<file path="src/motor_fault_pkg.sv">
package motor_fault_pkg;
   // Register addresses on the register access port
   localparam logic [15:0] ADDR_STATUS_POWER = 16'h0201;
   localparam logic [15:0] ADDR_STATUS_SYSTEM = 16'h0202;
   localparam logic [15:0] ADDR_STATUS_MISC = 16'h0203;
   localparam logic [15:0] ADDR_RESET_COMMAND = 16'h0120;
   localparam logic [15:0] ADDR_OTP_DOWNLOAD = 16'h0121;
   // Command values
   localparam logic [7:0] CMD_SERVICE = 8'h00;
   localparam logic [7:0] CMD_CLEAR_LATCH = 8'hFF;
   localparam logic [7:0] CMD_CLEAR_CHECKSUM = 8'h55;
   localparam logic [7:0] OTP_CLEAR_LOW = 8'h00;
   localparam logic [7:0] OTP_CLEAR_HIGH = 8'hFF;
   // Bit positions, power status register
   localparam int BIT_OVERCURRENT = 0;
   localparam int BIT_SUPPLY_UV = 1;
   localparam int BIT_SUPPLY_OV = 2;
   localparam int BIT_PUMP_UV = 3;
   localparam int BIT_GATE_UV = 4;
   localparam int BIT_FET_SHORT = 5;
   localparam int BIT_EXT_OVERTEMP = 6;
   localparam int BIT_LOCKED_ROTOR = 7;
   // Bit positions, system status register
   localparam int BIT_JUNCTION_OT = 1;
   localparam int BIT_SUPERVISOR = 2;
   localparam int BIT_MOTOR_OPEN = 4;
   localparam int BIT_CHECKSUM = 5;
   localparam int BIT_PWM_FAULT = 7;
   // Bit positions, misc status register
   localparam int BIT_SPEED_CHANGE = 3;
   localparam int BIT_REG_ALL_ZERO = 4;
   localparam int BIT_OTP_ALL_ZERO = 5;
   // Timing: one tick is 0.1 ms at a 10 ns clock
   localparam int CLOCK_PERIOD_NS = 10;
   localparam int TICK_NS = 100_000;
   localparam int TICK_CYCLES = TICK_NS / CLOCK_PERIOD_NS;
   localparam int WDT_MIN_US = 1600;
   localparam int WDT_MAX_US = 102400;
   localparam int WDT_STEP_TICKS = WDT_MIN_US * 1000 / TICK_NS;
   localparam int RETRY_MS = 50;
   localparam int RETRY_TICKS = RETRY_MS * 1_000_000 / TICK_NS;
   localparam int LOCK_DETECT_MS = 400;
   localparam int LOCK_RESTART_FACTOR = 8;
   // Divide first: the full product would overflow a 32-bit int
   localparam int LOCK_STEP_TICKS =
      LOCK_DETECT_MS * LOCK_RESTART_FACTOR * (1_000_000 / TICK_NS);
   localparam int RECOVERY_STEP_MS = 100;
   localparam int RECOVERY_STEP_TICKS = RECOVERY_STEP_MS * 1_000_000 / TICK_NS;
   localparam int TIMER_W = 20;
   localparam int WDT_CNT_W = 11;
   // Motor action after a supervisor timeout or a PWM input fault
   typedef enum logic [2:0] {
      ACT_STOP = 3'h0,
      ACT_DUTY25 = 3'h1,
      ACT_DUTY50 = 3'h2,
      ACT_DUTY75 = 3'h3,
      ACT_DUTY100 = 3'h4,
      ACT_TARGET_LOW = 3'h5,
      ACT_TARGET_HIGH = 3'h6
   } action_e;
endpackage

</file>
<file path="src/retry_timer.sv">
`timescale 1ns/10ps
// Restart delay: reloads while its condition stands, then counts ticks down
module retry_timer #(
   parameter int W = motor_fault_pkg::TIMER_W
) (
   input wire logic clock,
   input wire logic rst_n,
   input wire logic tick,
   input wire logic start,
   input wire logic [W-1:0] load,
   output logic busy
);
   // All timer state
   typedef struct packed {
      logic [W-1:0] count;
   } timer_s;

   timer_s cur_r;
   timer_s cur_nxt;

   // Next count; the reload wins over the countdown
   always_comb
   begin
      cur_nxt = cur_r;
      if (start)
      begin
         cur_nxt.count = load;
      end
      else if (tick && (cur_r.count != '0))
      begin
         cur_nxt.count = cur_r.count - W'(1);
      end
   end

   // State register
   always_ff @(posedge clock)
   begin
      if (!rst_n)
      begin
         cur_r <= '0;
      end
      else
      begin
         cur_r <= cur_nxt;
      end
   end

   // Busy until the delay has run out
   assign busy = (cur_r.count != '0);
endmodule

</file>
<file path="src/supervisor_watchdog.sv">
`timescale 1ns/10ps
// Watchdog counter supervising the companion microcontroller
module supervisor_watchdog (
   input wire logic clock,
   input wire logic rst_n,
   input wire logic tick,
   input wire logic enable,
   input wire logic service,
   input wire logic [5:0] periodSel,
   output logic timeout
);
   // Gray coded along off, run, expired
   typedef enum logic [1:0] {
      WD_OFF = 2'b00,
      WD_RUN = 2'b01,
      WD_EXPIRED = 2'b11
   } wd_state_e;

   typedef struct packed {
      wd_state_e state;
      logic [motor_fault_pkg::WDT_CNT_W-1:0] count;
   } wd_s;

   localparam int CW = motor_fault_pkg::WDT_CNT_W;

   wd_s cur_r;
   wd_s cur_nxt;
   logic [CW-1:0] period; // Period in ticks, 1.6 ms steps

   assign period = CW'((periodSel + 7'd1) * motor_fault_pkg::WDT_STEP_TICKS);

   // Counting and expiry
   always_comb
   begin
      cur_nxt = cur_r;
      if (!enable)
      begin
         cur_nxt.state = WD_OFF;
         cur_nxt.count = '0;
      end
      else if (service)
      begin
         cur_nxt.state = WD_RUN;
         cur_nxt.count = '0;
      end
      else
      begin
         case (cur_r.state)
            WD_OFF:
            begin
               cur_nxt.state = WD_RUN;
            end
            default:
            begin
               if (tick)
               begin
                  if (cur_r.count + CW'(1) >= period)
                  begin
                     cur_nxt.state = WD_EXPIRED;
                     cur_nxt.count = '0;
                  end
                  else
                  begin
                     cur_nxt.count = cur_r.count + CW'(1);
                  end
               end
            end
         endcase
      end
   end

   // State register
   always_ff @(posedge clock)
   begin
      if (!rst_n)
      begin
         cur_r <= '{state: WD_OFF, count: '0};
      end
      else
      begin
         cur_r <= cur_nxt;
      end
   end

   // Flag stands until the next service or until the watchdog is disabled
   assign timeout = (cur_r.state == WD_EXPIRED);
endmodule

</file>
<file path="src/motor_fault_watchdog_fault_output_pin.sv">
`timescale 1ns/10ps
module motor_fault_watchdog_fault_output_pin #(
   parameter int TICK_CYCLES = motor_fault_pkg::TICK_CYCLES
) (
   input wire logic clock,
   input wire logic rst_n,
   // Register access port
   input wire logic regWrEn,
   input wire logic regRdEn,
   input wire logic [15:0] regAddr,
   input wire logic [7:0] regWrData,
   output logic [7:0] regRdData,
   output logic regRdValid,
   // Configuration bits
   input wire logic supervisorTimerEnable,
   input wire logic [5:0] supervisorPeriodSel,
   input wire logic [2:0] timeoutActionSelect,
   input wire logic [2:0] fullDutyActionSelect,
   input wire logic [2:0] zeroDutyActionSelect,
   input wire logic faultPolaritySelect,
   input wire logic latchedOnlyFaultOutput,
   input wire logic overcurrentCheckEnable,
   input wire logic overcurrentLatch,
   input wire logic fetShortEnable,
   input wire logic fetShortLatch,
   input wire logic lockedRotorEnable,
   input wire logic lockedRotorLatch,
   input wire logic [3:0] lockedRotorTime,
   input wire logic motorOpenEnable,
   input wire logic accelCheckEnable,
   input wire logic decelCheckEnable,
   input wire logic [3:0] recoveryTimeSetting,
   // Detector conditions and motor commands
   input wire logic overcurrentDetect,
   input wire logic fetShortDetect,
   input wire logic supplyUndervoltage,
   input wire logic supplyOvervoltage,
   input wire logic pumpUndervoltage,
   input wire logic gateSupplyUndervoltage,
   input wire logic externalOvertemp,
   input wire logic junctionOvertemp,
   input wire logic lockedRotorDetect,
   input wire logic motorOpenDetect,
   input wire logic pwmInputInvalid,
   input wire logic pwmLevelHigh,
   input wire logic speedChangeDetect,
   input wire logic checksumErrorDetect,
   input wire logic registerAllZero,
   input wire logic otpAllZero,
   input wire logic motorEnable,
   input wire logic zeroCommand,
   // Power stage and fault pin
   output logic outputStageEnable,
   output logic forcedDutyValid,
   output logic [2:0] forcedAction,
   output logic faultPinOut,
   output logic faultPinOe
);
   localparam int TW = motor_fault_pkg::TIMER_W;
   localparam int PW = $clog2(TICK_CYCLES + 1);

   // All block state
   typedef struct packed {
      logic [PW-1:0] prescale;
      logic tick;
      logic ocLatched;
      logic fsLatched;
      logic lrLatched;
      logic moLatched;
      logic checksum;
      logic [7:0] rdData;
      logic rdValid;
      logic stageEn;
      logic forcedValid;
      logic [2:0] action;
      logic faultOe;
   } top_s;

   top_s cur_r;
   top_s cur_nxt;

   // Decoded writes
   logic wrReset; // Write to the reset-command register
   logic service; // Watchdog service command
   logic clearLatch; // Any latch release event
   logic clearChecksum; // Checksum clear command
   // Qualified conditions and restart delays
   logic ocCond, fsCond, lrCond, moCond, scCond;
   logic ocBusy, fsBusy, lrBusy, moBusy, scBusy;
   logic [TW-1:0] lockLoad;
   logic [TW-1:0] recoveryLoad;
   logic wdTimeout;
   // Status bytes as seen now
   logic [7:0] statusPower, statusSystem, statusMisc;
   logic anyLatched, anyFlag, blocking;
   assign wrReset = regWrEn &&
      (regAddr == motor_fault_pkg::ADDR_RESET_COMMAND);
   assign service = wrReset && (regWrData == motor_fault_pkg::CMD_SERVICE);
   assign clearLatch = !motorEnable || zeroCommand ||
      (wrReset && (regWrData == motor_fault_pkg::CMD_CLEAR_LATCH));
   assign clearChecksum =
      (wrReset && (regWrData == motor_fault_pkg::CMD_CLEAR_CHECKSUM)) ||
      (regWrEn && (regAddr == motor_fault_pkg::ADDR_OTP_DOWNLOAD) &&
       ((regWrData == motor_fault_pkg::OTP_CLEAR_LOW) ||
        (regWrData == motor_fault_pkg::OTP_CLEAR_HIGH)));

   assign ocCond = overcurrentDetect && overcurrentCheckEnable;
   assign fsCond = fetShortDetect && fetShortEnable;
   assign lrCond = lockedRotorDetect && lockedRotorEnable;
   assign moCond = motorOpenDetect && motorOpenEnable;
   assign scCond = speedChangeDetect && (accelCheckEnable || decelCheckEnable);

   assign lockLoad = TW'((lockedRotorTime + 5'd1) *
      motor_fault_pkg::LOCK_STEP_TICKS);
   assign recoveryLoad = TW'((recoveryTimeSetting + 5'd1) *
      motor_fault_pkg::RECOVERY_STEP_TICKS);

   retry_timer #(.W(TW)) ocTimer (
      .clock(clock),
      .rst_n(rst_n),
      .tick(cur_r.tick),
      .start(ocCond && !overcurrentLatch),
      .load(TW'(motor_fault_pkg::RETRY_TICKS)),
      .busy(ocBusy)
   );

   retry_timer #(.W(TW)) fsTimer (
      .clock(clock),
      .rst_n(rst_n),
      .tick(cur_r.tick),
      .start(fsCond && !fetShortLatch),
      .load(TW'(motor_fault_pkg::RETRY_TICKS)),
      .busy(fsBusy)
   );

   retry_timer #(.W(TW)) lrTimer (
      .clock(clock),
      .rst_n(rst_n),
      .tick(cur_r.tick),
      .start(lrCond && !lockedRotorLatch),
      .load(lockLoad),
      .busy(lrBusy)
   );

   retry_timer #(.W(TW)) moTimer (
      .clock(clock),
      .rst_n(rst_n),
      .tick(cur_r.tick),
      .start(moCond && !lockedRotorLatch),
      .load(lockLoad),
      .busy(moBusy)
   );

   retry_timer #(.W(TW)) scTimer (
      .clock(clock),
      .rst_n(rst_n),
      .tick(cur_r.tick),
      .start(scCond),
      .load(recoveryLoad),
      .busy(scBusy)
   );

   // timeout flags and selects the timeout action; no reset output exists
   supervisor_watchdog wdog (
      .clock(clock),
      .rst_n(rst_n),
      .tick(cur_r.tick),
      .enable(supervisorTimerEnable),
      .service(service),
      .periodSel(supervisorPeriodSel),
      .timeout(wdTimeout)
   );

   // Live status bytes; bits not kept here read as zero
   always_comb
   begin
      statusPower = 8'h00;
      statusSystem = 8'h00;
      statusMisc = 8'h00;
      // flag stands while cause, restart delay or latch stands
      statusPower[motor_fault_pkg::BIT_OVERCURRENT] =
         ocCond || ocBusy || cur_r.ocLatched;
      statusPower[motor_fault_pkg::BIT_FET_SHORT] =
         fsCond || fsBusy || cur_r.fsLatched;
      statusPower[motor_fault_pkg::BIT_LOCKED_ROTOR] =
         lrCond || lrBusy || cur_r.lrLatched;
      statusPower[motor_fault_pkg::BIT_SUPPLY_UV] = supplyUndervoltage;
      statusPower[motor_fault_pkg::BIT_SUPPLY_OV] = supplyOvervoltage;
      statusPower[motor_fault_pkg::BIT_PUMP_UV] = pumpUndervoltage;
      statusPower[motor_fault_pkg::BIT_GATE_UV] = gateSupplyUndervoltage;
      statusPower[motor_fault_pkg::BIT_EXT_OVERTEMP] = externalOvertemp;
      statusSystem[motor_fault_pkg::BIT_JUNCTION_OT] = junctionOvertemp;
      statusSystem[motor_fault_pkg::BIT_SUPERVISOR] = wdTimeout;
      statusSystem[motor_fault_pkg::BIT_MOTOR_OPEN] =
         moCond || moBusy || cur_r.moLatched;
      statusSystem[motor_fault_pkg::BIT_CHECKSUM] = cur_r.checksum;
      statusSystem[motor_fault_pkg::BIT_PWM_FAULT] = pwmInputInvalid;
      statusMisc[motor_fault_pkg::BIT_SPEED_CHANGE] = scCond || scBusy;
      statusMisc[motor_fault_pkg::BIT_REG_ALL_ZERO] = registerAllZero;
      statusMisc[motor_fault_pkg::BIT_OTP_ALL_ZERO] = otpAllZero;
   end

   assign anyLatched = cur_r.ocLatched || cur_r.fsLatched ||
      cur_r.lrLatched || cur_r.moLatched;
   assign anyFlag = (statusPower != 8'h00) || (statusSystem != 8'h00) ||
      (statusMisc != 8'h00);
   // all-zero warnings left out of shutdown
   assign blocking = (statusPower != 8'h00) ||
      statusSystem[motor_fault_pkg::BIT_JUNCTION_OT] ||
      statusSystem[motor_fault_pkg::BIT_MOTOR_OPEN] ||
      statusSystem[motor_fault_pkg::BIT_CHECKSUM] ||
      statusMisc[motor_fault_pkg::BIT_SPEED_CHANGE];

   // Next state of the whole block
   always_comb
   begin
      cur_nxt = cur_r;
      // Tick prescaler, one pulse per 0.1 ms
      cur_nxt.tick = 1'b0;
      if (cur_r.prescale == PW'(TICK_CYCLES - 1))
      begin
         cur_nxt.prescale = '0;
         cur_nxt.tick = 1'b1;
      end
      else
      begin
         cur_nxt.prescale = cur_r.prescale + PW'(1);
      end
      // release first, a new event then wins
      if (clearLatch)
      begin
         cur_nxt.ocLatched = 1'b0;
         cur_nxt.fsLatched = 1'b0;
         cur_nxt.lrLatched = 1'b0;
         cur_nxt.moLatched = 1'b0;
      end
      // latch when its latch bit set
      if (ocCond && overcurrentLatch)
      begin
         cur_nxt.ocLatched = 1'b1;
      end
      if (fsCond && fetShortLatch)
      begin
         cur_nxt.fsLatched = 1'b1;
      end
      if (lrCond && lockedRotorLatch)
      begin
         cur_nxt.lrLatched = 1'b1;
      end
      if (moCond && lockedRotorLatch)
      begin
         cur_nxt.moLatched = 1'b1;
      end
      // clear, but a new error wins
      if (clearChecksum)
      begin
         cur_nxt.checksum = 1'b0;
      end
      if (checksumErrorDetect)
      begin
         cur_nxt.checksum = 1'b1;
      end
      cur_nxt.rdValid = regRdEn;
      if (!regRdEn)
      begin
         cur_nxt.rdData = cur_r.rdData;
      end
      else if (regAddr == motor_fault_pkg::ADDR_STATUS_POWER)
      begin
         cur_nxt.rdData = statusPower;
      end
      else if (regAddr == motor_fault_pkg::ADDR_STATUS_SYSTEM)
      begin
         cur_nxt.rdData = statusSystem;
      end
      else if (regAddr == motor_fault_pkg::ADDR_STATUS_MISC)
      begin
         cur_nxt.rdData = statusMisc;
      end
      else
      begin
         // Unmapped address reads zero
         cur_nxt.rdData = 8'h00;
      end
      // Power stage: errors stop it outright
      cur_nxt.forcedValid = 1'b0;
      cur_nxt.action = motor_fault_pkg::ACT_STOP;
      if (blocking)
      begin
         cur_nxt.stageEn = 1'b0;
      end
      else if (wdTimeout)
      begin
         cur_nxt.action = timeoutActionSelect;
         cur_nxt.forcedValid =
            (timeoutActionSelect != motor_fault_pkg::ACT_STOP);
         cur_nxt.stageEn = cur_nxt.forcedValid;
      end
      else if (pwmInputInvalid)
      begin
         cur_nxt.action = pwmLevelHigh ? fullDutyActionSelect :
            zeroDutyActionSelect;
         cur_nxt.forcedValid =
            (cur_nxt.action != motor_fault_pkg::ACT_STOP);
         cur_nxt.stageEn = cur_nxt.forcedValid;
      end
      else
      begin
         cur_nxt.stageEn = 1'b1;
      end
      cur_nxt.faultOe = (latchedOnlyFaultOutput ? anyLatched : anyFlag) ^
         faultPolaritySelect;
   end

   // State register; reset also releases every latch
   always_ff @(posedge clock)
   begin
      if (!rst_n)
      begin
         cur_r <= '0;
      end
      else
      begin
         cur_r <= cur_nxt;
      end
   end

   // Outputs straight from flops
   assign regRdData = cur_r.rdData;
   assign regRdValid = cur_r.rdValid;
   assign outputStageEnable = cur_r.stageEn;
   assign forcedDutyValid = cur_r.forcedValid;
   assign forcedAction = cur_r.action;
   // Open drain: only ever pulls low
   assign faultPinOut = 1'b0;
   assign faultPinOe = cur_r.faultOe;
endmodule

</file>
<file path="config.mk">
export PLATFORM = sky130hd
export DESIGN_NAME = motor_fault_watchdog_fault_output_pin
export DESIGN_NICKNAME = d
export VERILOG_FILES = /design/src/motor_fault_pkg.sv /design/src/retry_timer.sv /design/src/supervisor_watchdog.sv /design/src/motor_fault_watchdog_fault_output_pin.sv
export SDC_FILE = /design/constraint.sdc
export NUM_CORES = 1
export LEC_CHECK = 0
export BUFFER_PORTS_ARGS = -buffer_cell sky130_fd_sc_hd__buf_2
export CORE_MARGIN = 5
export CORE_UTILIZATION = 50
export DETAILED_ROUTE_END_ITERATION = 10
export PLACE_DENSITY = 0.72
export RECOVER_POWER = 100
export SYNTH_ARGS = -nofsm -noshare
export SYNTH_HDL_FRONTEND = slang
export SYNTH_HIERARCHICAL = 1
export SYNTH_SLANG_ARGS = --single-unit
</file>
<file path="constraint.sdc">
create_clock -name clock -period 3.9 [get_ports clock]
set_input_delay 0 -clock clock [delete_from_list [all_inputs] [get_ports clock]]
set_output_delay 0 -clock clock [all_outputs]
set_load 0.01 [all_outputs]
</file>
Yosys cells after proc, flatten, opt, wreduce, memory -nomap -nowiden
Cells that the tools add are included.
{"block": "classes", "shift": 0, "bitwise": 4, "n_reduce_logical": 88, "mux": 32, "n_mul": 2, "div": 0, "add_sub_neg": 10, "n_lt_le_gt_ge": 1, "eq_ne": 9}
{"operator": "20-bit two-way mux", "n": 6}
{"operator": "20-bit nonzero test", "n": 5}
{"operator": "20-bit by 1-bit subtractor with 20-bit output (second input constant)", "n": 5}
{"operator": "16-bit by 10-bit == test with 1-bit output (second input constant)", "n": 3}
{"operator": "9-bit two-way mux", "n": 4}
{"operator": "16-bit by 9-bit == test with 1-bit output (second input constant)", "n": 2}
{"operator": "1-bit logical AND", "n": 24}
{"operator": "5-bit by 7-bit multiplier with 12-bit output (second input constant)", "n": 2}
{"operator": "12-bit two-way mux", "n": 2}
{"operator": "8-bit nonzero test", "n": 3}
{"operator": "1-bit logical OR", "n": 23}
{"operator": "11-bit two-way mux", "n": 2}
{"operator": "2-bit nonzero test", "n": 10}
{"operator": "8-bit two-way mux", "n": 2}
{"operator": "14-bit by 1-bit adder with 14-bit output (second input constant)", "n": 1}
{"operator": "14-bit == test (second input constant)", "n": 1}
{"operator": "2-bit OR reduction", "n": 7}
{"operator": "3-bit nonzero test", "n": 4}
{"operator": "11-bit by 1-bit adder with 11-bit output (second input constant)", "n": 1}
{"operator": "11-bit >= comparator", "n": 1}
{"operator": "1-bit two-way mux", "n": 11}
{"operator": "4-bit by 1-bit adder with 5-bit output (second input constant)", "n": 2}
{"operator": "8-bit by 7-bit == test with 1-bit output (second input constant)", "n": 1}
{"operator": "8-bit == test (second input constant)", "n": 1}
{"operator": "other kinds (14)", "n": 23}
{"block": "word_totals", "rom_bits": 0, "output_inout_bits": 16, "register_bits": 148, "latchBits": 0, "inputBits": 81, "mem_count": 0, "elab_cells": 172, "ram_bits": 0}

Longest topological paths before layout
{"block": "logic_depth", "depth_word": 9, "ltp_mapped": 16, "mapped_depth_nobuf": 16}

By module
Netlist, hierarchy kept.
{"mod": "retry_timer", "seq_area_each_um2": 400.4, "area_each_um2": 1176.1, "n_inst": 5, "cells_each": 142}
{"mod": "motor_fault_watchdog_fault_output_pin", "seq_area_each_um2": 700.7, "area_each_um2": 3425.8, "n_inst": 1, "cells_each": 398}
{"mod": "supervisor_watchdog", "seq_area_each_um2": 260.2, "area_each_um2": 979.7, "n_inst": 1, "cells_each": 128}

Worst setup path before layout
No wires, ideal clock.
{"block": "synth_timing", "kind": "input port to flip-flop", "startpoint": "in lockedRotorTime[0]", "endpoint": "reg lrTimer/cur_r[19] (netlist name)", "arrival_ps": 3829, "setup_ps": 132, "setup_slack_ps": -61, "required_ps": 3768, "path_buffers": 0, "path_stages": 16, "cell_sequence": "ha_1 xor2_1 inv_1 fa_1 inv_1 fa_1 inv_1 fa_1 inv_1 ha_1 and3_1 a2111oi_0 a21oi_1 xnor2_1 o21ai_0 a21oi_1"}
{"block": "synth_between", "elab_chain_len": 3}
{"item": "start, declared", "line_no": "motor_fault_watchdog_fault_output_pin.sv:28", "rtl": "input wire logic [3:0] lockedRotorTime,"}
{"item": "4-bit by 1-bit adder with 5-bit output", "line_no": "motor_fault_watchdog_fault_output_pin.sv:113", "rtl": "assign lockLoad = TW'((lockedRotorTime + 5'd1) *"}
{"item": "5-bit by 7-bit multiplier with 12-bit output", "line_no": "motor_fault_watchdog_fault_output_pin.sv:113"}
{"item": "net lockLoad[19]", "line_no": "motor_fault_watchdog_fault_output_pin.sv:90", "rtl": "logic [TW-1:0] lockLoad;"}
{"item": "20-bit two-way mux", "line_no": "retry_timer.sv:25", "rtl": "if (start)"}
{"item": "end signal, assigned", "line_no": "retry_timer.sv:44", "rtl": "cur_r <= cur_nxt;"}
{"item": "end, declared", "line_no": "retry_timer.sv:18", "rtl": "timer_s cur_r;"}
The timed path passes the listed nets, and every way through them passes these cells.
A chain may end at the register's enable or synchronous reset.

Worst setup path after layout
{"block": "layout_timing", "startpoint": "reg ocTimer/cur_r[0] (netlist name)", "endpoint": "reg cur_r, in the netlist faultPinOe"}
{"block": "layout_between", "elab_chain_len": 8}
{"item": "start, declared", "line_no": "retry_timer.sv:18"}
{"item": "start signal, assigned", "line_no": "retry_timer.sv:44"}
{"item": "20-bit nonzero test", "line_no": "retry_timer.sv:49", "rtl": "assign busy = (cur_r.count != '0);"}
{"item": "net ocBusy", "line_no": "motor_fault_watchdog_fault_output_pin.sv:89", "rtl": "logic ocBusy, fsBusy, lrBusy, moBusy, scBusy;"}
{"item": "1-bit logical OR (2 in a row)", "line_no": "motor_fault_watchdog_fault_output_pin.sv:182", "rtl": "ocCond || ocBusy || cur_r.ocLatched;"}
{"item": "8-bit nonzero test", "line_no": "motor_fault_watchdog_fault_output_pin.sv:205", "rtl": "assign anyFlag = (statusPower != 8'h00) || (statusSystem != 8'h00) ||"}
{"item": "1-bit logical OR (2 in a row)", "line_no": "motor_fault_watchdog_fault_output_pin.sv:205"}
{"item": "1-bit two-way mux", "line_no": "motor_fault_watchdog_fault_output_pin.sv:311", "rtl": "cur_nxt.faultOe = (latchedOnlyFaultOutput ? anyLatched : anyFlag) ^"}
{"item": "1-bit bitwise XOR", "line_no": "motor_fault_watchdog_fault_output_pin.sv:311"}
{"item": "end signal, assigned", "line_no": "motor_fault_watchdog_fault_output_pin.sv:324", "rtl": "cur_r <= cur_nxt;"}
{"item": "end, declared", "line_no": "motor_fault_watchdog_fault_output_pin.sv:79", "rtl": "top_s cur_r;"}
The timed path passes the listed nets, and every way through them passes these cells.

==> flow_summary.json <==
{
  "synthArstFlopShare_pct": 0,
  "die-area_um2": 23500,
  "worstRegToRegCells": 11,
  "skew_ps": 6.76,
  "post-route-period-util_pct": 95.2,
  "whs_ps": 25.0,
  "min_path_cells": 5,
  "drive_above_1_share_pct": 11.5,
  "area_delta_synth_final_pct": 15.9,
  "stdcell_count": 1686,
  "netlist_top_cells_count": "a21oi_1, dfxtp_1, xnor2_1",
  "required_ps": 4210,
  "clk_latency_ps": 420,
  "postCtsSetupBuffers": 0,
  "synth_top_family_by_area": "simple AND/OR/NAND/NOR gates",
  "ys_types": 66,
  "cp-end-kind": "flop",
  "path_clk_slew_ps": 60,
  "grt_usage_pct": 20.4,
  "root_buffer": "clkbuf_16",
  "worst_pin_slew_ps": 1620,
  "synth_top_area_share_pct": 28.8,
  "max_stage_delay_ps": 570,
  "regArea_um2": 2960,
  "drt_iter0_drc": 469,
  "wl_per_cell_um": 14.6,
  "max-cap-violations": 1,
  "synthAdderAreaFrac_pct": 11.6,
  "maxSlewHeadroom_pct": -8.97,
  "synth_most_common_cell": "a21oi_1",
  "p_leak_nw": 4.75,
  "route.detailed.drc": 0,
  "nNetsFinal": 1566,
  "finalSetupViolations": 0,
  "synth_xor_area_share_pct": 10.8,
  "numPortBuffers": 95,
  "ys.flop_type": "dfxtp_1",
  "synth_top_cell_by_area": "dfxtp_1",
  "grt_overflow": 0,
  "die-height_um": 153,
  "synth_edf_count": 0,
  "crit_chain": "inv_1, ha_1, or4b_1, nor4_1, clkbuf_1, nand2_1, a211oi_1, and4_1, and2_1, o311ai_0, dlygate4sd3_1",
  "cp-start-kind": "flop",
  "dp_cells": 1621,
  "dp_hpwl_um": 17600,
  "gp_congestion": 0.849,
  "core.rowCount": 52,
  "grt_antenna_before_repair": 1,
  "rsz0062_at_grt": "no",
  "ir_worst_vdd_v": 0.000248,
  "drv_slew": 15,
  "synthSimpleGateAreaFrac_pct": 22.7,
  "avgSynthCellArea_um2": 8.32,
  "synthMuxAreaShare_pct": 1.14,
  "io_pins": 97,
  "violations": "max-capacitance violations, max-slew violations",
  "wirelength_um": 24500,
  "first_pass_iters": 7,
  "synth_compound_gate_area_share_pct": 19.1,
  "grt_max_degree": 78,
  "yosysSeqAreaShare_pct": 28.8,
  "synth_area_um2": 10300,
  "h-tree-depth": 4,
  "hold_viol_final": 0,
  "slowest_stage": "dlygate4sd3_1",
  "antenna_left": 0,
  "grt_pass1_wl_um": 40900,
  "min_period_ps": 3710,
  "arrival_ps": 4020,
  "run_status": "finished, violations left",
  "fmax_mhz": 269,
  "clk_path_buf_depth": 2,
  "dr_total_vias": 9283,
  "power.density_nw_per_um2": 393,
  "dieWidth_um": 153,
  "core_um2": 20200,
  "cts_tree": "yes",
  "cts_buffers": 17,
  "hold_path_class": "in2reg",
  "synth.area.top_cells": "dfxtp_1, xnor2_1, ha_1",
  "cp_max_fo": 14,
  "multi_input_area_um2": 6840,
  "netlist_instances": 1236,
  "start_util_pct": 50.8,
  "routed_via_density": 5.51,
  "grt_pass1_vias": 8652,
  "nFillCells": 1884,
  "cts_sinks": 148,
  "ys_warn_count": 6,
  "ys_seq_elements": 148,
  "crit_type": "reg2reg"
}
flip-flops by register name (all words and copies together) (netlist names), 3 cells and up:
register,flops
cur_r,20
fsTimer/cur_r,20
lrTimer/cur_r,20
moTimer/cur_r,20
ocTimer/cur_r,20
scTimer/cur_r,20
wdog/cur_r,13
regRdData,8
forcedAction,3
cell usage in the layout, fill, tap and decap left out, types with 8 or more instances in the layout:
| master | n |
|---|---|
| a21oi_1 | 157 |
| a31oi_1 | 11 |
| and2_1 | 13 |
| and3_1 | 10 |
| buf_2 | 75 |
| buf_4 | 16 |
| clkbuf_1 | 26 |
| clkbuf_16 | 17 |
| conb_1 | 65 |
| dfxtp_1 | 148 |
| dlygate4sd3_1 | 32 |
| fa_1 | 20 |
| ha_1 | 63 |
| inv_1 | 75 |
| nand2_1 | 63 |
| nand2b_1 | 9 |
| nand3_1 | 42 |
| nand3b_1 | 8 |
| nand4_1 | 17 |
| nand4b_1 | 11 |
| nor2_1 | 46 |
| nor3_1 | 53 |
| nor4_1 | 40 |
| o211ai_1 | 9 |
| o21ai_0 | 95 |
| or3_1 | 21 |
| or4_1 | 16 |
| xnor2_1 | 107 |
| xor2_1 | 20 |
critical path, delay by kind of cell (launching register included):
| kind | cells | cell delay, ps |
|---|---|---|
| fa+ha+maj | 1 | 130 |
| compound gates | 2 | 610 |
| flops | 1 | 360 |
| simple gates | 5 | 1280 |
| buf+inv | 3 | 1210 |
power by group:
part	switching, mW	internal (mW)	leakage (nW)
clock	0.651	0.972	0.284
combinational	0.770	0.611	3.25
sequential	0.0835	1.59	1.21
worst paths after layout:
| path | start | endpoint | slack [ps] |
|---|---|---|---|
| setup / recovery | ocTimer/cur_r[0] | faultPinOe | 190 |
| hold / removal | zeroDutyActionSelect[1] | forcedAction[1] | 30 |
| setup reg to reg | ocTimer/cur_r[0] | faultPinOe | 190 |
| hold reg to reg | cur_r[21] | cur_r[21] | 470 |
per-stage QoR:
stage / TNS (ps) / util (%) / area (um^2) / power [mW] / setup slack, ps
final: 0 / 58.9 / 11900 / 4.68 / 188
after global routing: 0 / 58.9 / 11900 / 4.97 / 89.5
after CTS: 0 / 59.8 / 12100 / 4.76 / 211
after detailed placement: -624 / 55.3 / 11200 / 3.10 / -197
after global placement: -12.3 / 55.3 / 11200 / 3.07 / -7.29
after floorplan: 0 / - / 10500 / 2.72 / 21.8
metal layers:
layer | vias to the layer above | routed length [um] | global-route usage (%)
met1 | 4376 | 11100 | 26.4
met3 | 13 | 890 | 3.31
met4 | 0 | 184 | 4.42
met2 | 172 | 12400 | 36.2
met5 | - | 0 | 0
li1 | 4722 | - | -
timing repair:
| item | CTS | global route |
|---|---|---|
| setup endpoints to repair | 0 | 1 |
| gates resized for setup | 0 | 1 |
| endpoints found under the hold margin | 23 | 0 |
| hold buffers | 32 | 0 |
cell families (layout without fill, tap and decap cells):
kind of cell	after synthesis	in the layout
flops	148	148
other cells	2	66
fa+ha+maj	83	83
compound gates	332	332
buf+inv	140	256
simple gates	395	395
mux	9	9
xor+xnor	127	127
area by class of cell:
cell class | count | area share [%]
inverters | 75 | 2.36
diodes | 1 | 0.0210
well taps | 270 | 2.83
clock inverters | 13 | 1.12
repair buffers | 149 | 7.66
clock buffers | 19 | 3.80
flip-flops and latches | 148 | 24.9
multi-input cells | 1011 | 57.4
(Power assumes the default switching activity.)
